`config.mk`:
```
export PLATFORM = sky130hd
export DESIGN_NAME = dmact_core
export DESIGN_NICKNAME = d
export VERILOG_FILES = /design/src/hdl/dmact_core.v
export VERILOG_INCLUDE_DIRS = /design/src /design/src/pkg
export SDC_FILE = /design/constraint.sdc
export NUM_CORES = 1
export LEC_CHECK = 0
export BUFFER_PORTS_ARGS = -buffer_cell sky130_fd_sc_hd__buf_2
export CORE_ASPECT_RATIO = 0.75
export CORE_MARGIN = 10
export CORE_UTILIZATION = 45
export CTS_CLUSTER_DIAMETER = 40
export DETAILED_ROUTE_END_ITERATION = 10
export HOLD_SLACK_MARGIN = 0.1
export MAX_ROUTING_LAYER = met4
export SLEW_MARGIN = 20
export SYNTH_ARGS = -nofsm -noshare
export SYNTH_HDL_FRONTEND = slang
export SYNTH_SLANG_ARGS = --single-unit
```
`constraint.sdc`:
```
create_clock -name clk -period 4.4 [get_ports clk]
set_clock_uncertainty 0.2 [all_clocks]
set_input_delay 0.88 -clock clk [delete_from_list [all_inputs] [get_ports clk]]
set_output_delay 0.88 -clock clk [all_outputs]
set_load 0.1 [all_outputs]
```
`src/pkg/dmact_map.vh`:
```
/*
 * Register field positions, reset values and timing counts for the DMA
 * controller core. Assumes a 40 MHz system clock; included by the core.
 */
`ifndef DMACT_MAP_VH
`define DMACT_MAP_VH
// Programmed I/O load selects.
`define DMACT_SEL_MODE      2'h0
`define DMACT_SEL_COUNT     2'h1
`define DMACT_SEL_ADDR      2'h2
`define DMACT_SEL_TCB       2'h3
// Mode register fields.
`define DMACT_MODE_DIR      0
`define DMACT_MODE_BYTE     1
`define DMACT_MODE_HOG      2
`define DMACT_MODE_RESET    3'h0
// Status fields.
`define DMACT_ST_DONE       0
`define DMACT_ST_ERROR      1
`define DMACT_ST_POWER      2
`define DMACT_ST_BUSY       3
// Counter reset values.
`define DMACT_COUNT_RESET   16'h0000
`define DMACT_ADDR_RESET    16'h0000
// Timing: clock period and auction ripple window, both in ns.
`define DMACT_CLK_NS        25
`define DMACT_AUCTION_NS    200
`define DMACT_AUCTION_CYC   ((`DMACT_AUCTION_NS + `DMACT_CLK_NS - 1) / `DMACT_CLK_NS)
// Data channel depth, covering worst-case grant latency.
`define DMACT_BUF_DEPTH     5
`endif

```
`src/hdl/dmact_core.v`:
```
/*
 * DMA controller core: initialization loads, bus acquisition, priority
 * auction, 3-bit state counter, counters, data channel and termination.
 * Assumes bus pins arrive asynchronously and are synchronised here; a load
 * with the task control block select stores no word and only clears the flags and end_interrupt.
 */
`timescale 1ns/10ps
`include "dmact_map.vh"

module dmact_core (
    input  wire        clk,
    input  wire        reset,
    input  wire        load_strobe,
    input  wire [1:0]  load_select,
    input  wire [15:0] load_data,
    input  wire        go,
    input  wire        error_detect,
    input  wire        periph_valid,
    output wire        periph_ready,
    input  wire [15:0] periph_data,
    input  wire        halt_granted_n,
    input  wire        memory_accept_n,
    input  wire        power_loss_alarm_n,
    input  wire        cpu_variant_strap_n,
    input  wire        priority_chain_in_n,
    output reg         priority_chain_out_n,
    output wire        stop_request_n,
    output reg         memory_cycle_strobe_n,
    output reg         read_n,
    output reg  [15:0] address_bus,
    output reg         address_oe,
    output reg  [15:0] data_bus,
    output reg         data_oe,
    output reg         low_byte_select_n,
    output reg         end_interrupt,
    output wire [3:0]  status
);

    localparam [2:0] ST_IDLE    = 3'h0;
    localparam [2:0] ST_AUCTION = 3'h1;
    localparam [2:0] ST_ADDR    = 3'h2;
    localparam [2:0] ST_STROBE  = 3'h3;
    localparam [2:0] ST_WAIT    = 3'h4;
    localparam [2:0] ST_UPDATE  = 3'h5;
    localparam [2:0] ST_RELEASE = 3'h6;
    // The ripple window is rounded up to whole clock periods.
    localparam [31:0] AUCTION_WIDE = `DMACT_AUCTION_CYC;
    localparam [3:0]  AUCTION_CYC  = AUCTION_WIDE[3:0];

    ////////////////////////////////////////////////////////////////////////
    // Input synchronisers.

    reg         grant_meta;
    reg         grant_sync;
    reg         accept_meta;
    reg         accept_sync;
    reg         power_meta;
    reg         power_sync;
    reg         strap_meta;
    reg         strap_sync;
    reg         prio_meta;
    reg         prio_sync;
    wire        granted    = ~grant_sync;
    wire        accepted   = ~accept_sync;
    wire        power_ok   = power_sync;
    wire        hog_strap  = ~strap_sync;
    wire        has_prio   = ~prio_sync;

    // Bus lines idle high, so reset parks both stages high: no false grant or accept.
    always @(posedge clk) begin
        if (reset) begin
            grant_meta  <= 1'b1;
            grant_sync  <= 1'b1;
            accept_meta <= 1'b1;
            accept_sync <= 1'b1;
            power_meta  <= 1'b1;
            power_sync  <= 1'b1;
            strap_meta  <= 1'b1;
            strap_sync  <= 1'b1;
            prio_meta   <= 1'b1;
            prio_sync   <= 1'b1;
        end else begin
            grant_meta  <= halt_granted_n;
            grant_sync  <= grant_meta;
            accept_meta <= memory_accept_n;
            accept_sync <= accept_meta;
            power_meta  <= power_loss_alarm_n;
            power_sync  <= power_meta;
            strap_meta  <= cpu_variant_strap_n;
            strap_sync  <= strap_meta;
            prio_meta   <= priority_chain_in_n;
            prio_sync   <= prio_meta;
        end
    end

    ////////////////////////////////////////////////////////////////////////
    // Registers and data channel.

    reg  [2:0]  mode;
    reg  [15:0] transfer_count;
    reg  [15:0] memory_address_counter;
    reg         active;
    reg         flag_done;
    reg         flag_error;
    reg         flag_power;
    reg  [2:0]  state;
    reg  [3:0]  auction_cnt;
    reg  [15:0] chan [0:`DMACT_BUF_DEPTH-1];
    reg  [2:0]  rd_ptr;
    reg  [2:0]  wr_ptr;
    reg  [2:0]  fill;

    function [2:0] ptr_next;
        input [2:0] p;
        begin
            ptr_next = (p == `DMACT_BUF_DEPTH - 1) ? 3'h0 : p + 3'h1;
        end
    endfunction

    wire chan_full   = (fill == `DMACT_BUF_DEPTH);
    wire chan_empty  = (fill == 3'h0);
    wire write_mode  = mode[`DMACT_MODE_DIR];
    wire byte_mode   = mode[`DMACT_MODE_BYTE];
    wire count_zero  = (transfer_count == 16'h0000);
    // Hog mode only pays off on the slower processor variant, hence the strap.
    wire hog         = mode[`DMACT_MODE_HOG] & hog_strap & active;
    // Write mode empties the channel to memory; read mode fills it from memory.
    wire want_cycle  = active & power_ok & ~count_zero &
                       (write_mode ? ~chan_empty : ~chan_full);
    wire in_cycle    = (state != ST_IDLE);
    wire transfer_done = (state == ST_UPDATE);
    wire periph_take = periph_valid & periph_ready;
    // In read mode the peripheral side is a sink; periph_ready then only flags data.
    assign periph_ready = write_mode ? ~chan_full : ~chan_empty;

    assign stop_request_n = ~(want_cycle | in_cycle | hog);
    assign status = {in_cycle | active, flag_power, flag_error, flag_done};

    ////////////////////////////////////////////////////////////////////////
    // Initialization, counters and termination.

    always @(posedge clk) begin
        if (reset) begin
            mode                   <= `DMACT_MODE_RESET;
            transfer_count         <= `DMACT_COUNT_RESET;
            memory_address_counter <= `DMACT_ADDR_RESET;
            active                 <= 1'b0;
            flag_done              <= 1'b0;
            flag_error             <= 1'b0;
            flag_power             <= 1'b0;
            end_interrupt          <= 1'b0;
        end else begin
            if (load_strobe && !active) begin
                flag_done     <= 1'b0;
                flag_error    <= 1'b0;
                flag_power    <= 1'b0;
                end_interrupt <= 1'b0;
                if (load_select == `DMACT_SEL_MODE) begin
                    mode <= load_data[2:0];
                    memory_address_counter[15] <= load_data[`DMACT_MODE_BYTE];
                end else if (load_select == `DMACT_SEL_COUNT) begin
                    transfer_count <= load_data;
                end else if (load_select == `DMACT_SEL_ADDR) begin
                    memory_address_counter[14:0] <= load_data[14:0];
                end
            end
            if (go && !active && !load_strobe)
                active <= 1'b1;
            if (transfer_done) begin
                transfer_count <= transfer_count - 16'h0001;
                memory_address_counter <= memory_address_counter + 16'h0001;
            end
            // Termination waits for any cycle in flight so the bus ends cleanly.
            if (active && !in_cycle) begin
                if (error_detect) begin
                    flag_error    <= 1'b1;
                    active        <= 1'b0;
                    end_interrupt <= 1'b1;
                end else if (!power_ok) begin
                    flag_power    <= 1'b1;
                    active        <= 1'b0;
                    end_interrupt <= 1'b1;
                end else if (count_zero) begin
                    flag_done     <= 1'b1;
                    active        <= 1'b0;
                    end_interrupt <= 1'b1;
                end
            end
        end
    end

    ////////////////////////////////////////////////////////////////////////
    // Data channel.

    // One side fills the channel and the other drains it; the direction picks which.
    wire chan_push = write_mode ? periph_take : transfer_done;
    wire chan_pop  = write_mode ? transfer_done : periph_take;

    always @(posedge clk) begin
        if (reset) begin
            rd_ptr <= 3'h0;
            wr_ptr <= 3'h0;
            fill   <= 3'h0;
        end else begin
            if (chan_push) begin
                chan[wr_ptr] <= write_mode ? periph_data : data_bus;
                wr_ptr       <= ptr_next(wr_ptr);
            end
            if (chan_pop)
                rd_ptr <= ptr_next(rd_ptr);
            if (chan_push && !chan_pop)
                fill <= fill + 3'h1;
            else if (chan_pop && !chan_push)
                fill <= fill - 3'h1;
        end
    end

    ////////////////////////////////////////////////////////////////////////
    // State counter: auction, address setup, strobe, wait, update, release.

    wire start_cycle = want_cycle & granted & ~accepted;

    always @(posedge clk) begin
        if (reset) begin
            state       <= ST_IDLE;
            auction_cnt <= 4'h0;
        end else begin
            case (state)
            ST_IDLE: begin
                if (start_cycle) begin
                    state       <= ST_AUCTION;
                    auction_cnt <= 4'h0;
                end
            end
            ST_AUCTION: begin
                // A higher controller holds the chain: drop out, the request stays pending.
                if (!has_prio)
                    state <= ST_IDLE;
                else if (auction_cnt == AUCTION_CYC - 4'h1)
                    state <= ST_ADDR;
                else
                    auction_cnt <= auction_cnt + 4'h1;
            end
            ST_ADDR: begin
                state <= ST_STROBE;
            end
            ST_STROBE: begin
                state <= ST_WAIT;
            end
            ST_WAIT: begin
                if (accepted)
                    state <= ST_UPDATE;
            end
            ST_UPDATE: begin
                state <= ST_RELEASE;
            end
            default: begin
                // The memory clears its accept on strobe removal before the next auction.
                if (!accepted)
                    state <= ST_IDLE;
            end
            endcase
        end
    end

    ////////////////////////////////////////////////////////////////////////
    // Priority chain.

    always @(posedge clk) begin
        if (reset) begin
            priority_chain_out_n <= 1'b0;
        end else if (state == ST_IDLE) begin
            if (start_cycle)
                priority_chain_out_n <= 1'b1;
            else
                priority_chain_out_n <= hog | ~has_prio;
        end else if (state == ST_AUCTION && !has_prio) begin
            priority_chain_out_n <= 1'b1;
        end
    end

    ////////////////////////////////////////////////////////////////////////
    // Bus gating decoded from the state counter.

    always @(posedge clk) begin
        if (reset) begin
            memory_cycle_strobe_n <= 1'b1;
            read_n                <= 1'b1;
            address_bus           <= 16'h0000;
            address_oe            <= 1'b0;
            data_bus              <= 16'h0000;
            data_oe               <= 1'b0;
            low_byte_select_n     <= 1'b1;
        end else begin
            case (state)
            ST_ADDR: begin
                address_bus <= {1'b0, memory_address_counter[15:1]};
                address_oe  <= 1'b1;
                // Word mode keeps the select high; byte mode uses the LSB.
                low_byte_select_n <= byte_mode ? memory_address_counter[0] : 1'b1;
                read_n <= write_mode;
            end
            ST_STROBE: begin
                memory_cycle_strobe_n <= 1'b0;
                data_bus <= chan[rd_ptr];
                data_oe  <= write_mode;
            end
            ST_WAIT: begin
                if (accepted) begin
                    memory_cycle_strobe_n <= 1'b1;
                    address_oe <= 1'b0;
                    data_oe    <= 1'b0;
                end
            end
            ST_RELEASE: begin
                read_n <= 1'b1;
            end
            default: begin
                read_n <= read_n;
            end
            endcase
        end
    end

endmodule

```
==> reports/metrics.yaml, run 1 <==
status: "finished clean"
critPathLaunch: "transfer_count[0]$_SDFFE_PP0P_"
row_count: 42
cts_resized: 0
drtIter0Drc: 347
dp_hpwl_um: 12300
n_fill_cell: 1533
setup_viol: 0
drive_gt1_share_pct: 24.5
hold_class: "reg2reg"
cts_tree: "done"
worstHoldStart: "grant_meta$_SDFF_PP1_"
ys_seq_elements: 183
placed_area_mm2: 0.00860
drt-total-wl_um: 18200
fin_cells: 1026
io_buffers: 88
start_kind: "flop"
slew_violations: 0
fp.dieW_um: 174
worstSkewPairLatency_ns: 0.43
antenna_found_initial: 0
cts_hold_buf: 0
diodes: 0
design_power_total_mw: 3.98
netlist_instances: 696
h-tree-depth: 4
ios: 90
synthTopCellsByArea: "edfxtp_1, dfxtp_1, mux4_2"
drv_cap: 0
yosys_warnings: 0
dieArea_mm2: 0.0235
r2r-start: "state[1]$_SDFFE_PP0P_"
vias_per_cell: 5.55
clock.fmax_ghz: 0.271
p_leak_nw: 3.28
grt_max_degree: 60
min_period_ns: 3.69
drtPass1Iterations: 6
synth_top_area_share_pct: 30.2
cp.required_ns: 3.32
area_growth_syn_to_layout_pct: 15.6
synth.distinct_cells: 70
grt_pass1_vias: 5447
cts_buffers: 17
die_h_um: 135
root_buffer: "clkbuf_16"
gp_congestion: 0.866
start_util_pct: 45.5
grt_overflow: 0
vias: 5690
wl_per_cell_um: 17.7
finalCritPeriodShare_pct: 83.8
slew_headroom_pct: 31.5
tns_ns: 0
vdd_ir_drop_max_mv: 0.176
reg2reg_slack_ns: 1.42
seq_area_frac_synth_pct: 56.1
synth_edf_count: 80
min_to: "grant_sync$_SDFF_PP1_"
rr_worst_depth: 10
synth_area_mm2: 0.00796
post-place-cells: 994
nets: 826
crit_fanout: 6
worst_slew_pin_slew_ns: 1.03
cts_setup_buffers: 0
synthesis.nets: 751
clock-sinks: 183
clock_path_buffers: 2
syn_area_per_cell_um2: 11.4
holdPathStages: 1
crit_arrival_ns: 2.61
worstSetupPathType: "reg2out"
ant_nets: 0
path_clk_slew_ns: 0.07
async_flop_share_pct: 0
fin_area_mm2: 0.00920
synthFlopType: "dfxtp_1"
post-route-util_pct: 52.6
drcViolationCount: 0
rsz0062_at_grt: "false"
reg2reg_to: "fill[2]$_SDFFE_PP0P_"
grt_pass1_wl_um: 29000
power.density_mw_per_mm2: 432
end_kind: "output pin"
core-area_mm2: 0.0175
hold_viol_final: 0
yosys.area.top_type: "edfxtp_1"
synth.most_common_cell: "dfxtp_1"
grt.total_usage_pct: 15.7
synthTopCellsByCount: "dfxtp_1, edfxtp_1, nand2_1, nor2_1, a21oi_1"
-- metrics by stage --
step	hold WS (ns)	setup slack [ns]
2_1_floorplan	0.189	0.700
3_3_place_gp	0.196	1.31
4_1_cts	0.212	0.717
3_5_place_dp	0.194	1.19
6_report	0.212	0.713
5_1_grt	0.228	0.540
-- flip-flops by register name, indices dropped and copies added (netlist names), 3 cells and up --
signal                  count
address_bus                15
mode                        3
wr_ptr                      3
auction_cnt                 4
transfer_count             16
rd_ptr                      3
data_bus                   16
state                       3
chan                       80
fill                        3
memory_address_counter     16
-- worst max-delay path, cell delays in order (launching register included) --
cell and delay (ns):
dfxtp_1 0.33, inv_1 0.12, ha_1 0.17, nor4b_1 0.26, nand4_1 0.39, a41oi_1 0.42, buf_2 0.48
-- power by group --
group / internal, mW / switching, mW
sequential: 1.80 / 0.103
combinational: 0.227 / 0.290
clock: 0.871 / 0.686
total: 2.90 / 1.08
-- worst max path at each step --
| stage | to | slack (ns) | cells past startpoint |
|---|---|---|---|
| 2_1_floorplan | stop_request_n | 0.70 | 5 |
| 3_3_place_gp | stop_request_n | 1.31 | 6 |
| 3_5_place_dp | stop_request_n | 1.19 | 6 |
| 4_1_cts | stop_request_n | 0.72 | 6 |
| 5_1_grt | stop_request_n | 0.54 | 6 |
| 6_report | stop_request_n | 0.71 | 6 |
-- layer usage --
layer	vias up	GRT usage, %	wire length, um
met4	0	4.01	151
met1	2752	20.6	8780
met3	12	4.32	822
met5	-	-	0
met2	146	23.8	8400
li1	2780	-	-
-- cell families after synthesis --
group | Yosys count | synth area share [%]
other | 1 | 0.0471
xor gates and xnor gates | 2 | 0.220
DFF | 183 | 56.1
adders and majority gates | 10 | 1.67
muxes | 58 | 10.1
buffers and inverters | 56 | 3.37
AOI/OAI and AO/OA | 144 | 12.4
and+or+nand+nor | 242 | 16.2
-- area by class of cell --
| cell class | instances | area, um^2 | share of cell area, % |
|---|---|---|---|
| Inverter | 12 | 45.0 | 0.490 |
| Multi-Input combinational cell | 457 | 3260 | 35.4 |
| Clock buffer | 19 | 443 | 4.81 |
| Tap cell | 242 | 303 | 3.29 |
| Sequential cell | 183 | 4470 | 48.5 |
| Clock inverter | 13 | 155 | 1.69 |
| Timing Repair Buffer | 100 | 533 | 5.79 |
-- cell usage in the layout (no fill, tap or decap), types with 8 or more instances in the layout --
| master | n |
|---|---|
| dfxtp_1 | 102 |
| buf_2 | 87 |
| edfxtp_1 | 80 |
| nand2_1 | 59 |
| nor2_1 | 57 |
| a21oi_1 | 41 |
| a211oi_1 | 30 |
| mux2i_1 | 26 |
| nor3_1 | 18 |
| clkbuf_16 | 17 |
| mux2_2 | 16 |
| mux4_2 | 16 |
| o21ai_0 | 15 |
| buf_4 | 13 |
| inv_1 | 12 |
| nor4_1 | 11 |
| or2_2 | 11 |
| a31oi_1 | 10 |
| and3_1 | 10 |
| ha_1 | 9 |
| nand3_1 | 8 |
(Power assumes the default switching activity.)
==> inputs of run 2 (changes only) <==
--- a/config.mk
+++ b/config.mk
@@ -14,6 +14,7 @@
 export DETAILED_ROUTE_END_ITERATION = 10
 export HOLD_SLACK_MARGIN = 0.1
 export MAX_ROUTING_LAYER = met4
+export PLACE_DENSITY = 0.66
 export SLEW_MARGIN = 20
 export SYNTH_ARGS = -nofsm -noshare
 export SYNTH_HDL_FRONTEND = slang
==> constraint.sdc (replaced) <==
create_clock -name clk -period 3.2 [get_ports clk]
set_clock_uncertainty 0.2 [all_clocks]
set_input_delay 0.64 -clock clk [delete_from_list [all_inputs] [get_ports clk]]
set_output_delay 0.64 -clock clk [all_outputs]
set_load 0.1 [all_outputs]
==> reports/metrics.yaml, run 2 (synthesized netlist as in run 1, its figures left out) <==
tns_ns: 0
power.density_mw_per_mm2: 580
worstSetupPathType: "reg2out"
slowest_delay_ns: 0.63
slew_violations: 0
cts_buffers: 17
nets: 834
slowest_stage: "dfxtp_1"
drt-total-wl_um: 18400
cp.required_ns: 2.36
gp_congestion: 0.911
hold_viol_final: 0
worst_slew_pin_slew_ns: 0.982
design_power_total_mw: 5.38
setup_ws_ns: 0.232
crit_chain: "buf_4 > or3_1 > a21o_1 > buf_2"
multi_input_area_mm2: 0.00326
start_util_pct: 45.5
grt.total_usage_pct: 16.1
cts_hold_buf: 0
row_count: 42
holdPathStages: 2
seq_area_mm2: 0.00446
root_buffer: "clkbuf_16"
drv_cap: 0
die_h_um: 135
ios: 90
worstSkewPairLatency_ns: 0.43
min_to: "grant_meta$_SDFF_PP1_"
vias: 5833
vias_per_cell: 5.64
crit_fanout: 15
diodes: 0
grt_pass1_wl_um: 29800
clock.fmax_ghz: 0.337
mostFrequentLayoutCells: "dfxtp_1, buf_2, edfxtp_1, nand2_1, nor2_1"
reg2reg_to: "fill[2]$_SDFFE_PP0P_"
p_leak_nw: 3.32
core-area_mm2: 0.0175
wl_per_cell_um: 17.8
path_clk_slew_ns: 0.07
slew_headroom_pct: 34.4
r2r-start: "state[2]$_SDFFE_PP0P_"
status: "finished clean"
ant_nets: 0
drcViolationCount: 0
vdd_ir_drop_max_mv: 0.543
area_growth_syn_to_layout_pct: 16.7
antenna_found_initial: 0
place_ws_ns: 0.364
end_kind: "output pin"
crit_arrival_ns: 2.13
fp.dieW_um: 174
cp_top_family: "buffers and inverters"
worstHoldStart: "halt_granted_n"
rsz0062_at_grt: "false"
clock_path_buffers: 2
critPathBufInv: 2
cts_setup_buffers: 0
clock-sinks: 183
drtIter0Drc: 548
dieArea_mm2: 0.0235
h-tree-depth: 4
finalCritPeriodShare_pct: 92.8
hold_class: "in2reg"
regMostFlops: "chan"
drive_gt1_share_pct: 25.1
grt_pass1_vias: 5600
min_period_ns: 2.97
dp_hpwl_um: 12800
io_buffers: 88
largest_reg_flops: 80
grt_max_degree: 94
cts_tree: "done"
n_fill_cell: 1524
layout_commonest_cell: "dfxtp_1"
start_kind: "flop"
setup_viol: 0
rr_worst_depth: 9
cts_resized: 0
grt_overflow: 0
drtPass1Iterations: 5
reg2reg_slack_ns: 0.36
## run 2: cell type report
type                       count  area share [%]
tap                          242            3.26
multi-input combinational    457            35.1
clock buffer                  17            4.58
clock inverter                15            1.51
timing repair buffer         108            6.95
sequential                   183            48.1
inverter                      12           0.485
## run 2: layer usage
| layer | up-vias | track usage, % | wire (um) |
|---|---|---|---|
| met1 | 2862 | 21.9 | 9170 |
| met5 | - | - | 0 |
| met3 | 18 | 3.70 | 739 |
| met4 | 0 | 4.35 | 219 |
| met2 | 161 | 23.8 | 8280 |
| li1 | 2792 | - | - |
## run 2: through the flow
stage / area [um^2] / instances / hold slack, ns / util, %
after CTS: 9270 / 1032 / 0.175 / 53.0
after detailed placement: 8700 / 1000 / 0.193 / 49.7
final: 9280 / 1034 / 0.187 / 53.1
after floorplan: 7960 / 696 / 0.189 / -
after global placement: 8700 / 1000 / 0.193 / 49.7
after global routing: 9280 / 1034 / 0.179 / 53.1
## run 2: worst max-delay path by stage
stage                                    from              endpoint  cells after the start
3_5_place_dp            state[2]$_SDFFE_PP0P_  fill[2]$_SDFFE_PP0P_                      9
6_report                 mode[0]$_SDFFE_PP0P_          periph_ready                      4
2_1_floorplan                           reset  chan[4][0]$_DFFE_PP_                      3
4_1_cts        transfer_count[0]$_SDFFE_PP0P_        stop_request_n                      6
3_3_place_gp            state[2]$_SDFFE_PP0P_  fill[2]$_SDFFE_PP0P_                      9
5_1_grt        transfer_count[0]$_SDFFE_PP0P_        stop_request_n                      7
## run 2: power by group
part | internal, mW | total [mW] | switching (mW)
registers | 2.48 | 2.58 | 0.107
clock network | 1.09 | 2.03 | 0.942
logic | 0.331 | 0.771 | 0.440
==> inputs of run 3 (changes only) <==
--- a/config.mk
+++ b/config.mk
@@ -14,7 +14,8 @@
 export DETAILED_ROUTE_END_ITERATION = 10
 export HOLD_SLACK_MARGIN = 0.1
 export MAX_ROUTING_LAYER = met4
-export PLACE_DENSITY = 0.66
+export PLACE_DENSITY = 0.7
+export RECOVER_POWER = 100
 export SLEW_MARGIN = 20
 export SYNTH_ARGS = -nofsm -noshare
 export SYNTH_HDL_FRONTEND = slang
==> reports/metrics.yaml, run 3 (synthesized netlist as in run 1, its figures left out) <==
vias: 5753
rsz0062_at_grt: "false"
reg2reg_to: "fill[2]$_SDFFE_PP0P_"
drv_cap: 1
hold_class: "in2reg"
drtPass1Iterations: 5
p_switching_mw: 1.50
setup_viol: 0
place_ws_ns: 0.524
nets: 835
post-route-util_pct: 52.5
violations: "max-capacitance violations, max-slew violations"
met3_length_um: 803
layout_commonest_cell: "dfxtp_1"
crit_chain: "inv_1 > ha_1 > nor4b_1 > nand4_1 > buf_4 > a41oi_2 > buf_12"
grt.total_usage_pct: 16.4
largest_reg_flops: 80
post-place-cells: 1001
pwr-share-clk_pct: 39.2
slowest_stage: "dfxtp_1"
drt-total-wl_um: 18300
drtIter0Drc: 440
p_int_mw: 3.98
dp_hpwl_um: 12500
worstSkewPairLatency_ns: 0.43
fin_area_mm2: 0.00918
setup_ws_ns: 0.284
rr_worst_depth: 9
drcViolationCount: 0
start_kind: "flop"
cts_buffers: 17
cp.required_ns: 2.36
r2r-start: "mode[0]$_SDFFE_PP0P_"
gp_congestion: 0.878
status: "complete, but fails checks"
clock-sinks: 183
clock.fmax_ghz: 0.343
routed.top_layer: "met4"
finalCritPeriodShare_pct: 91.1
seq_power_share_pct: 46.6
mostFrequentLayoutCells: "dfxtp_1, edfxtp_1, nand2_1, nor2_1, clkbuf_1"
reg2reg_slack_ns: 0.51
vdd_ir_drop_max_mv: 0.372
tns_ns: 0
root_buffer: "clkbuf_16"
crit_fanout: 4
row_count: 42
grt_pass1_vias: 5607
worstSetupPathType: "reg2out"
io_buffers: 88
ios: 90
grt_max_degree: 47
min_period_ns: 2.92
h-tree-depth: 4
worst_slew_pin_slew_ns: 1.88
wl_per_cell_um: 17.7
slowest_delay_ns: 0.34
cts_tree: "done"
crit_arrival_ns: 2.08
antenna_found_initial: 0
clock_path_buffers: 2
p_leak_nw: 3.16
regMostFlops: "chan"
drive_gt1_share_pct: 16.8
path_clk_slew_ns: 0.07
fp.dieW_um: 174
holdPathStages: 2
die_h_um: 135
core-area_mm2: 0.0175
fin_cells: 1035
n_fill_cell: 1536
area_growth_syn_to_layout_pct: 15.4
end_kind: "output pin"
met1_length_um: 9050
worstHoldStart: "priority_chain_in_n"
power.density_mw_per_mm2: 597
slew_headroom_pct: -25.2
start_util_pct: 45.5
ant_nets: 0
grt_overflow: 0
p_sw_share_pct: 27.4
dieArea_mm2: 0.0235
grt_pass1_wl_um: 30200
combinationalPowerShare_pct: 14.2
min_to: "prio_meta$_SDFF_PP1_"
slew_violations: 47
diodes: 0
hold_viol_final: 0
wl_met2_um: 8230
vias_per_cell: 5.56
placed_area_mm2: 0.00867
[run 3: cell types whose count changed in the layout (fill, tap and decap cells not counted), sizes merged]
| cell | previous run | this run |
|---|---|---|
| clkinvlp | 3 | 1 |
| clkbuf | 17 | 71 |
| buf | 108 | 55 |
| bufinv | 1 | 2 |
| inv | 19 | 20 |
[run 3: worst max-delay path, delay by kind of cell (launching register included)]
kind | cells | cell delay [ns]
AO/OA/AOI/OAI | 1 | 0.25
adder cells (fa/ha/maj) | 1 | 0.18
buffers and inverters | 3 | 0.52
flip-flops | 1 | 0.34
AND/OR/NAND/NOR | 2 | 0.36
[run 3: cell type report]
class,instances,area (um^2),area share (%)
sequential,183,4460,48.6
timing repair buffer,109,531,5.78
inverter,12,45.0,0.491
multi-input combinational,457,3230,35.2
tap,242,303,3.30
clock inverter,15,181,1.98
clock buffer,17,425,4.63
[run 3: layer usage]
layer	track usage (%)	vias to the layer above
li1	-	2801
met1	22.3	2788
met4	5.06	0
met3	3.62	18
met5	-	-
met2	23.9	146
[run 3: worst max-delay path by stage]
stage | to | startpoint
after floorplan | chan[4][0]$_DFFE_PP_ | reset
after global placement | fill[2]$_SDFFE_PP0P_ | mode[0]$_SDFFE_PP0P_
after detailed placement | fill[2]$_SDFFE_PP0P_ | mode[0]$_SDFFE_PP0P_
after CTS | stop_request_n | transfer_count[0]$_SDFFE_PP0P_
after global routing | stop_request_n | state[1]$_SDFFE_PP0P_
final | stop_request_n | transfer_count[0]$_SDFFE_PP0P_
[run 3: power by group through the flow]
stage                     Combinational, mW  Sequential, mW  Clock (mW)
final                                 0.777            2.55        2.15
after global routing                  0.848            2.57        2.28
after CTS                             0.781            2.55        2.19
after detailed placement              0.775            2.61           0
after global placement                0.766            2.61           0
after floorplan                       0.606            2.60           0
[run 3: metrics by stage]
step | power, mW | hold WS, ns
6_report | 5.48 | 0.181
5_1_grt | 5.70 | 0.172
4_1_cts | 5.53 | 0.164
3_5_place_dp | 3.38 | 0.200
3_3_place_gp | 3.37 | 0.193
2_1_floorplan | 3.20 | 0.189
[run 3: what timing repair did]
item                                    in CTS  in global routing
hold buffers                                 0                  0
gates resized for setup                      0                  1
endpoints found under the setup margin       0                  1
setup buffers                                0                  2
